**config.mk**
```make
export PLATFORM = sky130hd
export DESIGN_NAME = sjtp_tap
export DESIGN_NICKNAME = d
export VERILOG_FILES = /design/src/rtl/sjtp_pkg.sv /design/src/rtl/sjtp_sync.sv /design/src/rtl/sjtp_tap.sv
export SDC_FILE = /design/constraint.sdc
export NUM_CORES = 1
export LEC_CHECK = 0
export BUFFER_PORTS_ARGS = -buffer_cell sky130_fd_sc_hd__clkbuf_2
export CAP_MARGIN = 20
export CORE_MARGIN = 4
export CORE_UTILIZATION = 55
export DETAILED_ROUTE_END_ITERATION = 6
export PLACE_DENSITY = 0.75
export RECOVER_POWER = 50
export SETUP_SLACK_MARGIN = 0.4
export SLEW_MARGIN = 40
export SYNTH_ARGS = -nofsm -noshare
export SYNTH_HDL_FRONTEND = slang
export SYNTH_HIERARCHICAL = 1
export SYNTH_SLANG_ARGS = --single-unit
```
**constraint.sdc**
```tcl
create_clock -name clk_i -period 2.2 [get_ports clk_i]
set_clock_uncertainty 0.15 [all_clocks]
set_input_delay 0.22 -clock clk_i [delete_from_list [all_inputs] [get_ports clk_i]]
set_output_delay 0.22 -clock clk_i [all_outputs]
set_load 0.02 [all_outputs]
```
**src/rtl/sjtp_pkg.sv**
```systemverilog
// Constants and types for the memory test access port.
// Assumes a single system clock that oversamples the test clock pin.
package sjtp_pkg;

  // ----------------------------------------------------------------
  // Widths
  // ----------------------------------------------------------------
  localparam int IR_W = 3;
  localparam int DR_W = 32;

  // ----------------------------------------------------------------
  // Instruction codes and capture values
  // ----------------------------------------------------------------
  // Every code other than the identification code selects the bypass bit
  localparam logic [IR_W-1:0] IR_IDCODE = 3'h1;
  localparam logic [1:0] IR_CAPTURE_PAT = 2'h1;
  localparam logic IR_CAPTURE_MSB = 1'h0;
  localparam logic BYPASS_CAPTURE = 1'h0;
  // Identification value is arbitrary; bit 0 stays set as the standard asks
  localparam logic [DR_W-1:0] ID_CODE = 32'h0A5A_5001;

  // ----------------------------------------------------------------
  // Timing and counts
  // ----------------------------------------------------------------
  localparam logic [2:0] TMS_RESET_EDGES = 3'h5;
  localparam logic [2:0] TMS_ONES_RST = 3'h0;
  localparam int TLR_BIT = 0;

  // ----------------------------------------------------------------
  // Controller states
  // ----------------------------------------------------------------
  typedef enum logic [15:0] {
    ST_TLR = 16'h0001,
    ST_RTI = 16'h0002,
    ST_SEL_DR = 16'h0004,
    ST_CAP_DR = 16'h0008,
    ST_SH_DR = 16'h0010,
    ST_EX1_DR = 16'h0020,
    ST_PA_DR = 16'h0040,
    ST_EX2_DR = 16'h0080,
    ST_UP_DR = 16'h0100,
    ST_SEL_IR = 16'h0200,
    ST_CAP_IR = 16'h0400,
    ST_SH_IR = 16'h0800,
    ST_EX1_IR = 16'h1000,
    ST_PA_IR = 16'h2000,
    ST_EX2_IR = 16'h4000,
    ST_UP_IR = 16'h8000
  } sjtp_state_t;

  // ----------------------------------------------------------------
  // Carriers and state records
  // ----------------------------------------------------------------
  typedef struct packed {
    logic tck;
    logic tms;
    logic tdi;
    logic tms_undrv;
    logic tdi_undrv;
  } sjtp_pins_t;

  typedef struct packed {
    logic rise;
    logic fall;
    logic tms;
    logic tdi;
  } sjtp_sample_t;

  typedef struct packed {
    sjtp_pins_t s1;
    sjtp_pins_t s2;
    logic tck_d;
  } sjtp_sync_st_t;

  typedef struct packed {
    sjtp_state_t state;
    logic [IR_W-1:0] ir;
    logic [IR_W-1:0] ir_sr;
    logic [DR_W-1:0] dr_sr;
    logic tdo;
    logic tdo_oe;
    logic [2:0] tms_ones;
  } sjtp_tap_st_t;

  // Idle pins read high through their pull-ups
  localparam sjtp_sync_st_t SYNC_RST = '1;
  localparam sjtp_tap_st_t TAP_RST = '{
    state: ST_TLR,
    ir: IR_IDCODE,
    ir_sr: IR_IDCODE,
    dr_sr: '0,
    tdo: 1'h0,
    tdo_oe: 1'h0,
    tms_ones: TMS_ONES_RST
  };

endpackage : sjtp_pkg

```
**src/rtl/sjtp_sync.sv**
```systemverilog
// Pin synchroniser and test clock edge finder.
// Assumes the system clock runs well above the test clock rate.
`timescale 1ns/1ps
`default_nettype none
module sjtp_sync (
  // Clock and reset
  input wire logic clk_i,
  input wire logic rst_n_i,
  // Raw pins
  input wire sjtp_pkg::sjtp_pins_t pins_i,
  // Sampled view
  output var sjtp_pkg::sjtp_sample_t sample_o
);

  sjtp_pkg::sjtp_sync_st_t sync_reg;
  sjtp_pkg::sjtp_sync_st_t sync_next;

  // ----------------------------------------------------------------
  // Two stages, then a delayed copy of the clock for edges
  // ----------------------------------------------------------------
  always_comb begin
    sync_next = sync_reg;
    sync_next.s1 = pins_i;
    sync_next.s2 = sync_reg.s1;
    sync_next.tck_d = sync_reg.s2.tck;
  end

  always_ff @(posedge clk_i) begin
    if (!rst_n_i) begin
      sync_reg <= sjtp_pkg::SYNC_RST;
    end else begin
      sync_reg <= sync_next;
    end
  end

  // Data pins travel with the clock, so they line up with its edge
  always_comb begin
    sample_o.rise = sync_reg.s2.tck & ~sync_reg.tck_d;
    sample_o.fall = ~sync_reg.s2.tck & sync_reg.tck_d;
    sample_o.tms = sync_reg.s2.tms | sync_reg.s2.tms_undrv;
    sample_o.tdi = sync_reg.s2.tdi | sync_reg.s2.tdi_undrv;
  end

endmodule : sjtp_sync
`default_nettype wire

```
**src/rtl/sjtp_tap.sv**
```systemverilog
// Test access port controller of the memory, oversampled by clk_i.
// Assumes pins arrive unsynchronised; tdo is resolved outside from tdo_oe_o.
`timescale 1ns/1ps
`default_nettype none
module sjtp_tap (
  // Clock and power-up reset
  input wire logic clk_i,
  input wire logic rst_n_i,
  // Test pins
  input wire logic tck_i,
  input wire logic tms_i,
  input wire logic tdi_i,
  // Pad keeper flags: pin left floating
  input wire logic tms_undrv_i,
  input wire logic tdi_undrv_i,
  // Serial output pin
  output logic tdo_o,
  output logic tdo_oe_o,
  // Status toward the memory core
  output logic [sjtp_pkg::IR_W-1:0] instr_o,
  output logic tlr_o
);

  // ----------------------------------------------------------------
  // Decoding helpers
  // ----------------------------------------------------------------
  function automatic sjtp_pkg::sjtp_state_t tap_next(
    input sjtp_pkg::sjtp_state_t s,
    input logic tms
  );
    sjtp_pkg::sjtp_state_t r;
    unique case (s)
      sjtp_pkg::ST_TLR: r = tms ? sjtp_pkg::ST_TLR : sjtp_pkg::ST_RTI;
      sjtp_pkg::ST_RTI: r = tms ? sjtp_pkg::ST_SEL_DR : sjtp_pkg::ST_RTI;
      sjtp_pkg::ST_SEL_DR: r = tms ? sjtp_pkg::ST_SEL_IR : sjtp_pkg::ST_CAP_DR;
      sjtp_pkg::ST_CAP_DR: r = tms ? sjtp_pkg::ST_EX1_DR : sjtp_pkg::ST_SH_DR;
      sjtp_pkg::ST_SH_DR: r = tms ? sjtp_pkg::ST_EX1_DR : sjtp_pkg::ST_SH_DR;
      sjtp_pkg::ST_EX1_DR: r = tms ? sjtp_pkg::ST_UP_DR : sjtp_pkg::ST_PA_DR;
      sjtp_pkg::ST_PA_DR: r = tms ? sjtp_pkg::ST_EX2_DR : sjtp_pkg::ST_PA_DR;
      sjtp_pkg::ST_EX2_DR: r = tms ? sjtp_pkg::ST_UP_DR : sjtp_pkg::ST_SH_DR;
      sjtp_pkg::ST_UP_DR: r = tms ? sjtp_pkg::ST_SEL_DR : sjtp_pkg::ST_RTI;
      sjtp_pkg::ST_SEL_IR: r = tms ? sjtp_pkg::ST_TLR : sjtp_pkg::ST_CAP_IR;
      sjtp_pkg::ST_CAP_IR: r = tms ? sjtp_pkg::ST_EX1_IR : sjtp_pkg::ST_SH_IR;
      sjtp_pkg::ST_SH_IR: r = tms ? sjtp_pkg::ST_EX1_IR : sjtp_pkg::ST_SH_IR;
      sjtp_pkg::ST_EX1_IR: r = tms ? sjtp_pkg::ST_UP_IR : sjtp_pkg::ST_PA_IR;
      sjtp_pkg::ST_PA_IR: r = tms ? sjtp_pkg::ST_EX2_IR : sjtp_pkg::ST_PA_IR;
      sjtp_pkg::ST_EX2_IR: r = tms ? sjtp_pkg::ST_UP_IR : sjtp_pkg::ST_SH_IR;
      sjtp_pkg::ST_UP_IR: r = tms ? sjtp_pkg::ST_SEL_DR : sjtp_pkg::ST_RTI;
      // Corrupt one-hot code falls back to reset
      default: r = sjtp_pkg::ST_TLR;
    endcase
    return r;
  endfunction : tap_next

  function automatic logic is_shift(input sjtp_pkg::sjtp_state_t s);
    return (s == sjtp_pkg::ST_SH_IR) || (s == sjtp_pkg::ST_SH_DR);
  endfunction : is_shift

  function automatic logic id_selected(input logic [sjtp_pkg::IR_W-1:0] ir);
    return ir == sjtp_pkg::IR_IDCODE;
  endfunction : id_selected

  // ----------------------------------------------------------------
  // Pin sampling
  // ----------------------------------------------------------------
  sjtp_pkg::sjtp_pins_t pins;
  sjtp_pkg::sjtp_sample_t smp;

  always_comb begin
    pins.tck = tck_i;
    pins.tms = tms_i;
    pins.tdi = tdi_i;
    pins.tms_undrv = tms_undrv_i;
    pins.tdi_undrv = tdi_undrv_i;
  end

  // Settled pins rely on the far side moving them after the falling edge
  sjtp_sync u_sync (
    .clk_i(clk_i),
    .rst_n_i(rst_n_i),
    .pins_i(pins),
    .sample_o(smp)
  );

  // ----------------------------------------------------------------
  // Controller and serial registers
  // ----------------------------------------------------------------
  sjtp_pkg::sjtp_tap_st_t st_reg;
  sjtp_pkg::sjtp_tap_st_t st_next;

  always_comb begin
    st_next = st_reg;
    // Rising edge: all capture, shift and update work
    if (smp.rise) begin
      st_next.state = tap_next(st_reg.state, smp.tms);
      if (!smp.tms) begin
        st_next.tms_ones = sjtp_pkg::TMS_ONES_RST;
      end else if (st_reg.tms_ones != sjtp_pkg::TMS_RESET_EDGES) begin
        st_next.tms_ones = 3'(st_reg.tms_ones + 3'h1);
      end
      unique case (st_reg.state)
        sjtp_pkg::ST_CAP_IR: begin
          st_next.ir_sr = {sjtp_pkg::IR_CAPTURE_MSB, sjtp_pkg::IR_CAPTURE_PAT};
        end
        sjtp_pkg::ST_SH_IR: begin
          st_next.ir_sr = {smp.tdi, st_reg.ir_sr[sjtp_pkg::IR_W-1:1]};
        end
        sjtp_pkg::ST_UP_IR: begin
          st_next.ir = st_reg.ir_sr;
        end
        sjtp_pkg::ST_CAP_DR: begin
          if (id_selected(st_reg.ir)) begin
            st_next.dr_sr = sjtp_pkg::ID_CODE;
          end else begin
            st_next.dr_sr = {st_reg.dr_sr[sjtp_pkg::DR_W-1:1], sjtp_pkg::BYPASS_CAPTURE};
          end
        end
        sjtp_pkg::ST_SH_DR: begin
          if (id_selected(st_reg.ir)) begin
            st_next.dr_sr = {smp.tdi, st_reg.dr_sr[sjtp_pkg::DR_W-1:1]};
          end else begin
            // Only bit 0 is the bypass cell
            st_next.dr_sr = {st_reg.dr_sr[sjtp_pkg::DR_W-1:1], smp.tdi};
          end
        end
        default: begin
        end
      endcase
      // Reset state also restores the default instruction
      if (st_next.state == sjtp_pkg::ST_TLR) begin
        st_next.ir = sjtp_pkg::IR_IDCODE;
      end
    end
    // Falling edge: launch the serial output and its enable
    if (smp.fall) begin
      st_next.tdo_oe = is_shift(st_reg.state);
      if (st_reg.state == sjtp_pkg::ST_SH_IR) begin
        st_next.tdo = st_reg.ir_sr[0];
      end else begin
        st_next.tdo = st_reg.dr_sr[0];
      end
    end
  end

  // Power-up reset only; there is deliberately no test reset pin
  always_ff @(posedge clk_i) begin
    if (!rst_n_i) begin
      st_reg <= sjtp_pkg::TAP_RST;
    end else begin
      st_reg <= st_next;
    end
  end

  // ----------------------------------------------------------------
  // Outputs
  // ----------------------------------------------------------------
  assign tdo_o = st_reg.tdo;
  assign tdo_oe_o = st_reg.tdo_oe;
  assign instr_o = st_reg.ir;
  assign tlr_o = st_reg.state[sjtp_pkg::TLR_BIT];
endmodule : sjtp_tap
`default_nettype wire

```
### Word-level counts from Yosys, hierarchy flattened

Index checks and enable logic that the tools add are counted.

* equality and inequality tests: 20
* mux-type cells: 21
* bitwise operators: 6
* reduce and logical (&&, ||, !) cells: 11

Operator list (number)
* case mux 16 bit (12 select lines): 1
* 2-to-1 mux 32 bit: 2
* case mux 32 bit (2 select lines): 1
* 2-to-1 mux 16 bit: 3
* == test 16 x 1 -> 1 bit (second input constant): 2
* 2-to-1 mux 9 bit: 2
* == test 16 x 10 -> 1 bit (second input constant): 1
* == test 16 x 11 -> 1 bit (second input constant): 1
* == test 16 x 12 -> 1 bit (second input constant): 1
* == test 16 x 13 -> 1 bit (second input constant): 1
* == test 16 x 14 -> 1 bit (second input constant): 1
* == test 16 x 15 -> 1 bit (second input constant): 1
* == test 16 bit (second input constant): 1
* == test 16 x 2 -> 1 bit (second input constant): 1
* == test 16 x 3 -> 1 bit (second input constant): 1
* == test 16 x 4 -> 1 bit (second input constant): 1
* == test 16 x 5 -> 1 bit (second input constant): 1
* == test 16 x 6 -> 1 bit (second input constant): 1
* == test 16 x 7 -> 1 bit (second input constant): 1
* == test 16 x 8 -> 1 bit (second input constant): 1
* == test 16 x 9 -> 1 bit (second input constant): 1
* 2-to-1 mux 15 bit: 1
* 2-to-1 mux 13 bit: 1
* 2-to-1 mux 11 bit: 1
* 18 further kinds: 29

* register bits: 67
* word-level logic and storage cells: 76

### Logic depth before layout (Yosys ltp)

* word-level depth: 7
* depth in mapped cells: 8

### Modules after synthesis

The synthesis kept the hierarchy.

Modules (own cells, without submodules)
* sjtp_tap: times used 1, cells an instance 349, area an instance 2855.2 um2, seq. area each 1121.1 um2
* sjtp_sync: times used 1, cells an instance 27, area an instance 337.8 um2, seq. area each 220.2 um2

### Least setup slack after synthesis

Ideal clock, no wire load.

* path type: register to register
* start point: register st_reg[55] (netlist bit)
* end point: register st_reg[17] (netlist bit)
* library setup time: 0.116 ns
* data arrival time: 1.851 ns
* setup slack: 0.083 ns
* cell stages (with the launch flop): 9
* clock period less this slack: 2.117 ns
* cells stage by stage: dfxtp_1 > buf_6 > nor4_4 > nand4_4 > nor4b_4 > buf_6 > nand2_1 > o21ai_0 > nor2_1

* longest elaborated chain between the ends: 3
* elaborated cells on any way between the ends: 7
* those cells by class: 4 x eq/ne; 1 x mux; 2 x reduce/logical

Ends and longest elaborated chain
* start, declared: line sjtp_tap.sv:88 `sjtp_pkg::sjtp_tap_st_t st_reg;`
* start signal, assigned: line sjtp_tap.sv:148 `st_reg <= sjtp_pkg::TAP_RST;`
* start signal, assigned: line sjtp_tap.sv:150 `st_reg <= st_next;`
* == test 16 x 4 -> 1 bit or == test 16 x 5 -> 1 bit (tied branches): line sjtp_tap.sv:101 `unique case (st_reg.state)`
* inequality test 2 bit (no line) or nonzero test 2 bit (tied branches)
* AND reduction 4 bit (no line)

Several ways; a longest one is shown, not always the timed one.
A chain may end at the register's enable or synchronous reset.

### Worst setup path in the final report

* start point: register st_reg[48] (netlist bit)
* end point: register st_reg[21] (netlist bit)

The elaborated chain is that of the path after synthesis.

==> results_dict.tcl <==
set metrics [dict create \
    outcome "complete, no violations" \
    synth_area_leaders "dfxtp_1 (42%), nand3_1 (5.6%), nand2_1 (5.1%), a21boi_1 (4.5%), nor2_1 (4.1%)" \
    viasPerCell 5.85 \
    totalWireLength_um 8200 \
    p_comb_share_pct 3.5 \
    grt_use_total_pct 22.1 \
    max_freq_mhz 469 \
    drc 0 \
    swShare_pct 22.6 \
    worstMarginPinSlew_ns 0.712 \
    setup_viol 0 \
    hold_violations 0 \
    synthAdderAreaFrac_pct 0 \
    grt_pass1_wl_um 12700 \
    path_class "reg2reg" \
    synth_edf_count 0 \
    ys.flop_type "dfxtp_1" \
    core_um2 5570 \
    hold_path_depth 1 \
    max_cap_viol_count 0 \
    nNetsFinal 422 \
    regToRegStartpoint "st_reg[48]" \
    ant_nets 0 \
    syn_area_um2 3190 \
    drtIter0Drc 247 \
    ios 13 \
    synthToLayoutAreaGrowth_pct 29.5 \
    p_clk_share_pct 43.9 \
    synth_top_area_share_pct 42.0 \
    grt_max_degree 42 \
    synth_cells 376 \
    worst-r2r-setup-slack_ns 0.07 \
    startpoint "st_reg[48]" \
    power_density_nw_per_um2 564 \
    antenna_found_initial 0 \
    placementRows 27 \
    numCtsBuffers 9 \
    cts.reportedPaths.clkPinSlew_ns 0.07 \
    period_share_pct 97.0 \
    crit_path_start_kind "register" \
    hold_start "u_sync/sync_next[5]" \
    hold_path.class "reg2reg" \
    ir_worst_vdd_mv 0.528 \
    cts_root_buf "clkbuf_8" \
    rsz0062_at_grt "true" \
    cell_internal_pwr_uw 1800 \
    p_leak_uw 0.00144 \
    grt_pass1_vias 2693 \
    die_area_um2 7090 \
    min_period_ns 2.13 \
    ys_seq_area_share_pct 42.0 \
    die_w_um 84.2 \
    synth.avg_cell_area_um2 8.49 \
    arrival_ns 2.26 \
    gp_congestion 0.855 \
    whs_endpoint "u_sync/sync_next[0]" \
    clock-sinks 67 \
    synth-simple-area-share_pct 31.9 \
    report.final.slew_viol_count 0 \
    p_sw_uw 528 \
    syn_nets 383 \
    tritoncts "built" \
    slew_headroom_pct 52.6 \
    dp_hpwl_um 4580 \
    fin_setup_tns_ns 0 \
    final_core_util_pct 74.2 \
    io_buffers 12 \
    synth_compound_gate_area_share_pct 17.5 \
    vias 2871 \
    endpoint_kind "register" \
    cts_max_level 3 \
    drive_above_1_share_pct 33.2 \
    die_h_um 84.2 \
    globalRouteOverflowTotal 0 \
    ys_async_sr_fraction_pct 0 \
    synthMuxAreaShare_pct 0.313 \
    insertion_delay_ns 0.35 \
    ff2ff_path_depth 7 \
    p_seq_share_pct 52.5 \
    clockBufferDepth 2 \
    synth_cell_type_count 50 \
    r2r-end "st_reg[21]" \
    yosysWarnings 6 \
    first_pass_iters 5 \
    largest_reg_flops 50 \
    synth.most_common_cell "dfxtp_1" \
    antenna_cells 0 \
    synth.largest_area_cell "dfxtp_1" \
    start_util_pct 57.3 \
    crit_required_ns 2.33 \
    crit_fanout 6 \
    routedWlPerCell_um 16.7 \
    p_total_uw 2330 \
    synth_top_family_by_area "simple AND/OR/NAND/NOR gates" \
    synth_seq_cells 67 \
    synth_commonest_cells "dfxtp_1 (67), nand2_1 (43), nand3_1 (36), nor2_1 (35), clkbuf_1 (22)" \
    synth-xor-area-share_pct 2.19 \
]
## metal layers
metal,track usage [%],share of wire [%],vias to the layer above
met4,10.4,2.5,0
li1,-,-,1385
met1,28.2,44,1389
met2,36.2,50,75
met5,0,0,-
met3,3.83,4.2,22
## per-stage QoR
step | std cells | cell area (um^2) | worst slack (ns) | hold WS, ns
after floorplan | 376 | 3220 | 0.0937 | 0.143
after global placement | 454 | 3410 | 0.0656 | 0.238
after detailed placement | 454 | 3410 | 0.0230 | 0.244
after CTS | 484 | 3910 | 0.161 | 0.260
after global routing | 491 | 4130 | 0.00219 | 0.283
final | 491 | 4130 | 0.0669 | 0.259
## timing repair
item                                    in CTS  in global routing
setup buffers                                9                  3
hold endpoints to repair                     5                  0
cloned                                       1                  4
pin swaps                                   30                 30
resized for setup                           44                 53
hold buffers                                 5                  0
endpoints found under the setup margin      54                 56
## placed cells by master (no fill, tap or decap), types with 6 or more instances in the layout
master,synthesis,layout
clkbuf_8,0,10
nand2_1,43,39
a21boi_1,19,22
nand3_1,36,17
o21a_1,8,7
buf_4,3,30
nand2b_1,6,6
dfxtp_1,67,60
clkbuf_2,0,7
clkbuf_1,22,7
nor2_1,35,29
buf_6,5,6
nand3_2,0,17
dfxtp_2,0,7
a21boi_2,0,6
o21ai_1,2,11
nor2b_1,11,11
## area by class of cell
class | count | area, um^2
Clock buffer | 10 | 138
Clock inverter | 5 | 53.8
Fill cell | 381 | 1440
Inverter | 5 | 32.5
Multi-Input combinational cell | 271 | 1950
Sequential cell | 67 | 1350
Tap cell | 72 | 90.1
Timing Repair Buffer | 61 | 524
## power groups by stage
stage          Clock, uW  Combinational, uW  Sequential, uW
6_report            1020               81.9            1230
4_1_cts             1030               77.2            1230
3_3_place_gp           0               67.9            1250
2_1_floorplan          0               49.1            1260
3_5_place_dp           0               68.9            1250
5_1_grt             1070               89.9            1230
## critical path, cell delays in order, from the launching register on
cell      delay, ns
dfxtp_1        0.50
nor2_1         0.17
nand4_4        0.15
and4bb_2       0.29
o21ai_2        0.30
clkbuf_4       0.26
nand2_1        0.08
a21boi_1       0.16
## how the worst max path moves through the flow
stage	endpoint	cells past startpoint	slack, ns
5_1_grt	st_reg[8]	7	0.002
2_1_floorplan	st_reg[12]	8	0.09
4_1_cts	instr_o[2]	7	0.16
6_report	st_reg[21]	7	0.07
3_3_place_gp	st_reg[17]	7	0.07
3_5_place_dp	st_reg[17]	7	0.02
## logic make-up (layout without fill, tap and decap cells)
family / Yosys count / after routing
AO/OA/AOI/OAI: 79 / 79
XOR/XNOR: 8 / 8
buffers and inverters: 38 / 81
flip-flops: 67 / 67
multiplexers: 1 / 1
AND/OR/NAND/NOR: 183 / 183
Note: power is estimated with default switching activity, not from simulation.
